**config.mk**
```make
export PLATFORM = sky130hd
export DESIGN_NAME = cpu_bus_data_channel
export DESIGN_NICKNAME = d
export VERILOG_FILES = /design/src/rtl/fsb_data_pkg.sv /design/src/rtl/cpu_bus_data_channel.sv
export SDC_FILE = /design/constraint.sdc
export NUM_CORES = 1
export LEC_CHECK = 0
export BUFFER_PORTS_ARGS = -buffer_cell sky130_fd_sc_hd__buf_2
export CAP_MARGIN = 10
export CELL_PAD_IN_SITES_DETAIL_PLACEMENT = 0
export CELL_PAD_IN_SITES_GLOBAL_PLACEMENT = 1
export CORE_UTILIZATION = 46
export CTS_BUF_LIST = sky130_fd_sc_hd__clkbuf_4 sky130_fd_sc_hd__clkbuf_8
export DETAILED_ROUTE_END_ITERATION = 6
export PLACE_DENSITY_LB_ADDON = 0.1
export SYNTH_ARGS = -nofsm -noshare
export SYNTH_HDL_FRONTEND = slang
export SYNTH_SLANG_ARGS = --single-unit
```
**constraint.sdc**
```tcl
create_clock -name sys_clk_in -period 3.64 [get_ports sys_clk_in]
set_clock_uncertainty 0.15 [all_clocks]
set_input_delay 0 -clock sys_clk_in [delete_from_list [all_inputs] [get_ports sys_clk_in]]
set_output_delay 0 -clock sys_clk_in [all_outputs]
set_load 0.005 [all_outputs]
```
**src/rtl/fsb_data_pkg.sv**
```systemverilog
// constants and types for the processor-side data channel
// assumes a single 100 MHz core clock; all link pins are sampled or driven from it
package fsb_data_pkg;
  localparam int CLK_MHZ       = 100;
  localparam int FWD_HALF_NS   = 40;
  localparam int FWD_HALF_CYC  = (FWD_HALF_NS * CLK_MHZ) / 1000;
  localparam int FWD_START_DLY = 3;
  localparam int LANES         = 4;
  localparam int LANE_DATA_W   = 16;
  localparam int LANE_CHK_W    = 2;
  localparam int DATA_W        = 64;
  localparam int CHK_W         = 8;
  localparam int BUF_DEPTH     = 2;
  localparam int REF_KHZ_LOW   = 66670;
  localparam int REF_KHZ_MID   = 100000;
  localparam int REF_KHZ_HIGH  = 133330;

  localparam logic [2:0] HALF_LAST  = 3'(FWD_HALF_CYC - 1);
  localparam logic [1:0] START_LAST = 2'(FWD_START_DLY - 1);
  localparam logic [1:0] BUF_FULL   = 2'(BUF_DEPTH);

  typedef struct packed {
    logic [DATA_W-1:0] data;
    logic [CHK_W-1:0]  check;
  } quad_t;

  typedef enum logic [1:0] {
    TX_HOLD   = 2'b01,
    TX_SECOND = 2'b10
  } tx_state_t;

  function automatic logic ref_rate_ok(input int khz);
    return (khz == REF_KHZ_LOW) || (khz == REF_KHZ_MID) || (khz == REF_KHZ_HIGH);
  endfunction : ref_rate_ok
endpackage : fsb_data_pkg

```
**src/rtl/cpu_bus_data_channel.sv**
```systemverilog
// data channel between the system controller and the processor bus
// assumes fwd_clock_reset_in and wr_mode_in come from logic on sys_clk_in;
// pad inversion of the active-low pins and tristate resolution live outside
// What this block does
// - every 64-bit quadword travels with 8 check bits, both directions
// - read data drives the data bus aligned with the four outbound clocks
// - check bits are driven with each read quadword on the same clocks
// - check bits are captured on each inbound clock edge and passed on
// - write data is captured on both inbound clock edges and passed on
// - data and check lines float while reset is asserted
// - processor drives the lines for writes, this block for reads
// - between transfers the last sent values keep being driven
// - each outbound clock times 16 data and 2 check bits, both edges
// - outbound clocks idle in clock-forward reset, run after three clocks
// - data valid paces read quadword pairs, any idle gap allowed
// - data valid is aligned with the command forwarded clock
// - reference clock of 66.67, 100 or 133.33 MHz is accepted
`timescale 1ns/1ps
module cpu_bus_data_channel
  import fsb_data_pkg::*;
#(
  parameter int REF_CLOCK_KHZ = REF_KHZ_MID
) (
  input  wire logic              sys_clk_in,
  input  wire logic              srst_in,
  input  wire logic              fwd_clock_reset_in,
  input  wire logic              wr_mode_in,
  input  wire quad_t             rd_word_in,
  input  wire logic              rd_valid_in,
  output logic                   rd_ready_out,
  output quad_t                  wr_word_out,
  output logic                   wr_valid_out,
  input  wire logic [DATA_W-1:0] cpu_data_bus_in,
  output logic      [DATA_W-1:0] cpu_data_bus_out,
  output logic                   cpu_data_bus_oe_n_out,
  input  wire logic [CHK_W-1:0]  cpu_check_bits_in,
  output logic      [CHK_W-1:0]  cpu_check_bits_out,
  output logic                   cpu_check_bits_oe_n_out,
  output logic      [LANES-1:0]  read_fwd_clocks_out,
  input  wire logic [LANES-1:0]  write_fwd_clocks_in,
  output logic                   read_data_valid_out,
  output logic                   cmd_in_fwd_clock_out,
  output logic                   ref_clock_ok_out
);

  // outbound clock generation
  logic [1:0] start_cnt;
  logic       running;
  logic [2:0] div_cnt;
  wire        clk_hold = srst_in || fwd_clock_reset_in;
  wire        tick     = running && (div_cnt == HALF_LAST);
  wire        rise_tick = tick && !read_fwd_clocks_out[0];

  always_ff @(posedge sys_clk_in) begin
    if (clk_hold) begin
      start_cnt <= 2'h0;
      running   <= 1'b0;
    end else if (!running) begin
      start_cnt <= start_cnt + 2'h1;
      running   <= (start_cnt == START_LAST);
    end
  end

  always_ff @(posedge sys_clk_in) begin
    if (!running) begin
      div_cnt <= 3'h0;
    end else begin
      div_cnt <= tick ? 3'h0 : div_cnt + 3'h1;
    end
  end

  always_ff @(posedge sys_clk_in) begin
    if (clk_hold || !running) begin
      read_fwd_clocks_out  <= '0;
      cmd_in_fwd_clock_out <= 1'b0;
    end else if (tick) begin
      read_fwd_clocks_out  <= ~read_fwd_clocks_out;
      cmd_in_fwd_clock_out <= ~cmd_in_fwd_clock_out;
    end
  end

  // two-entry read buffer
  quad_t      buf_mem [BUF_DEPTH];
  logic       wr_ptr;
  logic       rd_ptr;
  logic [1:0] count;
  tx_state_t  tx_state;
  wire quad_t head     = buf_mem[rd_ptr];
  wire        push     = rd_valid_in && rd_ready_out;
  // a pair starts only when both quadwords are in hand, so no bubble splits it
  wire        launch_a = rise_tick && (tx_state == TX_HOLD) && (count == BUF_FULL)
                         && !wr_mode_in;
  wire        launch_b = tick && (tx_state == TX_SECOND);
  wire        pop      = launch_a || launch_b;
  wire [1:0]  next_count = count + {1'b0, push} - {1'b0, pop};

  always_ff @(posedge sys_clk_in) begin
    if (push) begin
      buf_mem[wr_ptr] <= rd_word_in;
    end
  end

  always_ff @(posedge sys_clk_in) begin
    if (srst_in) begin
      wr_ptr       <= 1'b0;
      rd_ptr       <= 1'b0;
      count        <= 2'h0;
      rd_ready_out <= 1'b0;
    end else begin
      wr_ptr       <= wr_ptr ^ push;
      rd_ptr       <= rd_ptr ^ pop;
      count        <= next_count;
      rd_ready_out <= (next_count != BUF_FULL);
    end
  end

  always_ff @(posedge sys_clk_in) begin
    if (srst_in) begin
      tx_state <= TX_HOLD;
    end else begin
      unique case (tx_state)
        TX_HOLD:   if (launch_a) tx_state <= TX_SECOND;
        TX_SECOND: if (launch_b) tx_state <= TX_HOLD;
      endcase
    end
  end

  // valid moves on command clock edges
  always_ff @(posedge sys_clk_in) begin
    if (srst_in || clk_hold) begin
      read_data_valid_out <= 1'b0;
    end else if (rise_tick) begin
      read_data_valid_out <= launch_a;
    end
  end

  always_ff @(posedge sys_clk_in) begin
    if (srst_in) begin
      cpu_data_bus_out   <= '0;
      cpu_check_bits_out <= '0;
    end else if (pop) begin
      cpu_data_bus_out   <= head.data;
      cpu_check_bits_out <= head.check;
    end
  end

  always_ff @(posedge sys_clk_in) begin
    if (srst_in) begin
      cpu_data_bus_oe_n_out   <= 1'b1;
      cpu_check_bits_oe_n_out <= 1'b1;
    end else begin
      cpu_data_bus_oe_n_out   <= wr_mode_in;
      cpu_check_bits_oe_n_out <= wr_mode_in;
    end
  end

  always_ff @(posedge sys_clk_in) begin
    if (srst_in) begin
      ref_clock_ok_out <= 1'b0;
    end else begin
      ref_clock_ok_out <= ref_rate_ok(REF_CLOCK_KHZ);
    end
  end

  // receive side: every pin passes two flops; clocks get a third for edges
  logic [LANES-1:0]  wclk_meta;
  logic [LANES-1:0]  wclk_sync;
  logic [LANES-1:0]  wclk_prev;
  quad_t             din_meta;
  quad_t             din_sync;
  quad_t             cap;
  logic [LANES-1:0]  lane_got;
  logic [DATA_W-1:0] next_data;
  logic [CHK_W-1:0]  next_chk;
  wire               rx_on = wr_mode_in && !fwd_clock_reset_in;
  wire [LANES-1:0]   wedge = (wclk_sync ^ wclk_prev) & {LANES{rx_on}};
  wire [LANES-1:0]   next_got = lane_got | wedge;
  wire               rx_done = &next_got;

  always_ff @(posedge sys_clk_in) begin
    wclk_meta <= write_fwd_clocks_in;
    wclk_sync <= wclk_meta;
    wclk_prev <= wclk_sync;
    din_meta  <= {cpu_data_bus_in, cpu_check_bits_in};
    din_sync  <= din_meta;
  end

  for (genvar i = 0; i < LANES; i++) begin : g_lane
    assign next_data[i*LANE_DATA_W +: LANE_DATA_W] = wedge[i] ?
        din_sync.data[i*LANE_DATA_W +: LANE_DATA_W] : cap.data[i*LANE_DATA_W +: LANE_DATA_W];
    assign next_chk[i*LANE_CHK_W +: LANE_CHK_W] = wedge[i] ?
        din_sync.check[i*LANE_CHK_W +: LANE_CHK_W] : cap.check[i*LANE_CHK_W +: LANE_CHK_W];
  end

  // word assembly; lanes that lag a whole edge would merge wrongly
  always_ff @(posedge sys_clk_in) begin
    if (srst_in) begin
      cap          <= '0;
      lane_got     <= '0;
      wr_word_out  <= '0;
      wr_valid_out <= 1'b0;
    end else begin
      cap          <= {next_data, next_chk};
      lane_got     <= rx_done ? '0 : next_got;
      wr_valid_out <= rx_done;
      if (rx_done) begin
        wr_word_out <= {next_data, next_chk};
      end
    end
  end

  for (genvar i = 0; i < LANES; i++) begin : g_lane_chk

  end
endmodule : cpu_bus_data_channel

```
==> run summary <==
RSZ-0062 raised after global routing -> false
Seq cells post-synth -> 542
Post-synth EDFFs -> 144
share of flip-flops with an asynchronous set or reset -> 0%
CTS root buffer -> clkbuf_8
most common flop cell mapped by yosys -> dfxtp_1
# setup viols final -> 0
vias in the first global route -> 12,328
Arr. time, crit path -> 3020 ps
Die W -> 196 um
hold_sp -> fwd_clock_reset_in
Worst EP required -> 4000 ps
Initial Utilization -> 47.0%
Cell Area, Placed -> 0.0193 mm^2
CP Capture Type -> flip-flop
fraction of the cycle the final worst path needs -> 73.1%
Max Cap Viol -> 0
crit path time final -> 2660 ps
met1 Usage GRT -> 25.5%
reg2reg end -> wr_word_out[11]
Inserted Clock Buffers -> 86
worst r2r src -> wclk_sync[2]
Final #Nets -> 2,077
Cell Pwr Density -> 517 mW/mm^2
worst hold path type -> in2reg
Leak -> 9.63 nW
Syn Nets -> 1,454
Hold Path Depth -> 3
CP cell instances -> xor2_2 -> buf_4 -> a21oi_1 -> or4_4 -> buf_12 -> mux2_2
vias per inst -> 4.92
Final Hold Fails -> 0
CP Max Fanout -> 44
max-slew violation count -> 0
crit start category -> flip-flop
Mapped Area -> 0.0173 mm^2
Synth Area per Inst -> 13.4 um^2
met2 usage -> 35.4%
Post-Place Cells -> 1,997
peak supply drop -> 332 uV
clk_lat worst skew -> 630 ps
Rows -> 70
Reg2Reg Depth -> 6
kind of critical path -> reg2reg
# DRC -> 0
Final Cell Area -> 0.0241 mm^2
crit-path max cell delay -> 850 ps
Area Growth Syn to Fin -> 39.5%
Synth top area share -> 46.1%
mean routed wirelength per cell -> 16.7 um
main area contributors after synthesis -> dfxtp_1, edfxtp_1, a21oi_1
Initial DRT Pass Iterations -> 4
met3 usage -> 6.07%
Die Y -> 196 um
Max Freq -> 0.376 GHz
leading area contributor after synthesis -> dfxtp_1
all-layer global routing usage -> 21.2%
first-pass GRT wire length -> 64,300 um
GR Overflow Total -> 0
Clock Pin Slew Worst Setup and Hold Paths -> 60 ps
initial antenna violation count -> 1
H-tree depth -> 3
GP Congestion -> 0.741
Synth cell types -> 35
status -> finished, final reports clean
pin count of the biggest net entering global routing -> 119
clock buffer depth -> 3
worst hold margin -> 58.8 ps
Final TNS setup -> 0 ps
Die Area -> 0.0384 mm^2
busiest grt layer -> met2
hold path endpoint -> start_cnt[1]
postcts setup bufs -> 0
Port Buf Inserts -> 307
slowest CP cell -> or4_4
wirelength, routed -> 41,000 um
R2R setup slack -> 980 ps
CTS tree -> built
IO Pins -> 308
Iteration-0 DRC Markers -> 418
clock sink count -> 542
Gate Count Post-Synth -> 1,294
DR vias -> 12,058
Placeable Area -> 0.0368 mm^2
dpl hpwl -> 22,000 um
Worst Tran Pin Value -> 1090 ps
non-filler cells, final -> 2,450
sequential area share after synthesis -> 71.1%
remaining antenna violation count -> 0
share of cells above drive strength 1 -> 28.0%
Slew HR -> 27.1%
YS warnings -> 0
[timing repair]
action / in CTS / in global routing
gates resized for setup: 0 / 0
endpoints found under the setup margin: 0 / 0
hold buffers: 300 / 0
endpoints found under the hold margin: 360 / 0
[how the worst max path moves through the flow]
stage                      start  cells after the start         endpoint
global route        wclk_sync[2]                      6  wr_word_out[16]
global placement    wclk_sync[2]                      6  wr_word_out[26]
CTS                 wclk_sync[2]                      6  wr_word_out[28]
finish              wclk_sync[2]                      6  wr_word_out[11]
floorplan             div_cnt[0]                     13     rd_ready_out
detailed placement    wr_mode_in                      7  wr_word_out[36]
[logic make-up after synthesis]
group | synth area share [%]
AOI/OAI and AO/OA | 9.89
xor gates and xnor gates | 0.941
adders and majority gates | 0.507
buffers and inverters | 2.38
DFF | 71.1
muxes | 9.29
and+or+nand+nor | 5.88
[cell usage in the layout, fill, tap and decap left out, drive strengths merged]
master,netlist,routed
dlygate4sd3,0,300
clkinv,0,11
clkinvlp,0,3
diode,0,1
nor4,1,1
nor3,3,3
nor2,17,17
nand3,72,72
buf,20,327
xor2,6,6
o41ai,1,1
nand2b,5,5
o21a,1,1
o21ai,74,74
inv,7,8
clkbuf,72,136
or4,1,1
dfxtp,398,398
a21oi,151,151
mux2i,72,72
ha,7,7
and2,1,1
xnor2,10,10
or3,2,2
a21boi,1,1
bufinv,0,1
a211oi,72,72
edfxtp,144,144
nand2,4,4
mux2,72,72
nor2b,74,74
nor3b,4,4
or2,1,1
o41a,1,1
[per-layer routing]
layer	part of all wire [%]	routed length, um
met4	3.2	1330
met5	0	0
met3	5.8	2360
met2	48	19700
met1	43	17600
[sequential cells by signal, indices dropped and copies added, names as in the netlist, 2 cells and up]
signal and count:
din_sync 72, cpu_check_bits_out 8, wclk_meta 4, wclk_prev 4
count 2, div_cnt 3, tx_state 2, cap 72
wclk_sync 4, lane_got 4, buf_mem 144, wr_word_out 72
start_cnt 2, din_meta 72, read_fwd_clocks_out 4, cpu_data_bus_out 64
[synthesized netlist by cell type, types with 7 or more instances]
cell and instances:
mux2_2 47, buf_1 10, nor2b_1 74, edfxtp_1 144, nand3_1 72, a21oi_1 151
o21ai_0 74, inv_1 7, mux2i_1 72, a211oi_1 72, clkbuf_1 72, xnor2_1 10
ha_1 7, dfxtp_1 398, nor2_1 17, mux2_4 20
[worst max-delay path: cells and delay by family (launching register included)]
family | cells | cell delay, ps
and+or+nand+nor | 1 | 850
buffers and inverters | 2 | 540
DFF | 1 | 390
muxes | 1 | 300
xor gates and xnor gates | 1 | 140
AOI/OAI and AO/OA | 1 | 120
[power breakdown]
part	internal (mW)	switching (mW)	total, mW
Clock	3.06	2.29	5.36
Sequential	6.39	0.0538	6.45
Combinational	0.349	0.306	0.654
Total	9.81	2.65	12.5
[final cells by class]
class | count | area (um^2)
inverters | 7 | 26.3
fillers | 2824 | 12700
clock inverters | 16 | 111
flip-flops and latches | 542 | 12300
diodes | 1 | 2.50
well taps | 468 | 586
multi-input cells | 653 | 4640
repair buffers | 627 | 4730
clock buffers | 136 | 1720
[per-stage QoR]
step	util (%)	worst slack (ps)	total power [mW]
after global placement	52.4	952	6.97
final	65.6	978	12.5
after floorplan	-	831	6.77
after detailed placement	52.4	929	6.98
after CTS	65.6	945	12.6
after global routing	65.6	840	12.9
Note: power is estimated with default switching activity, not from simulation.
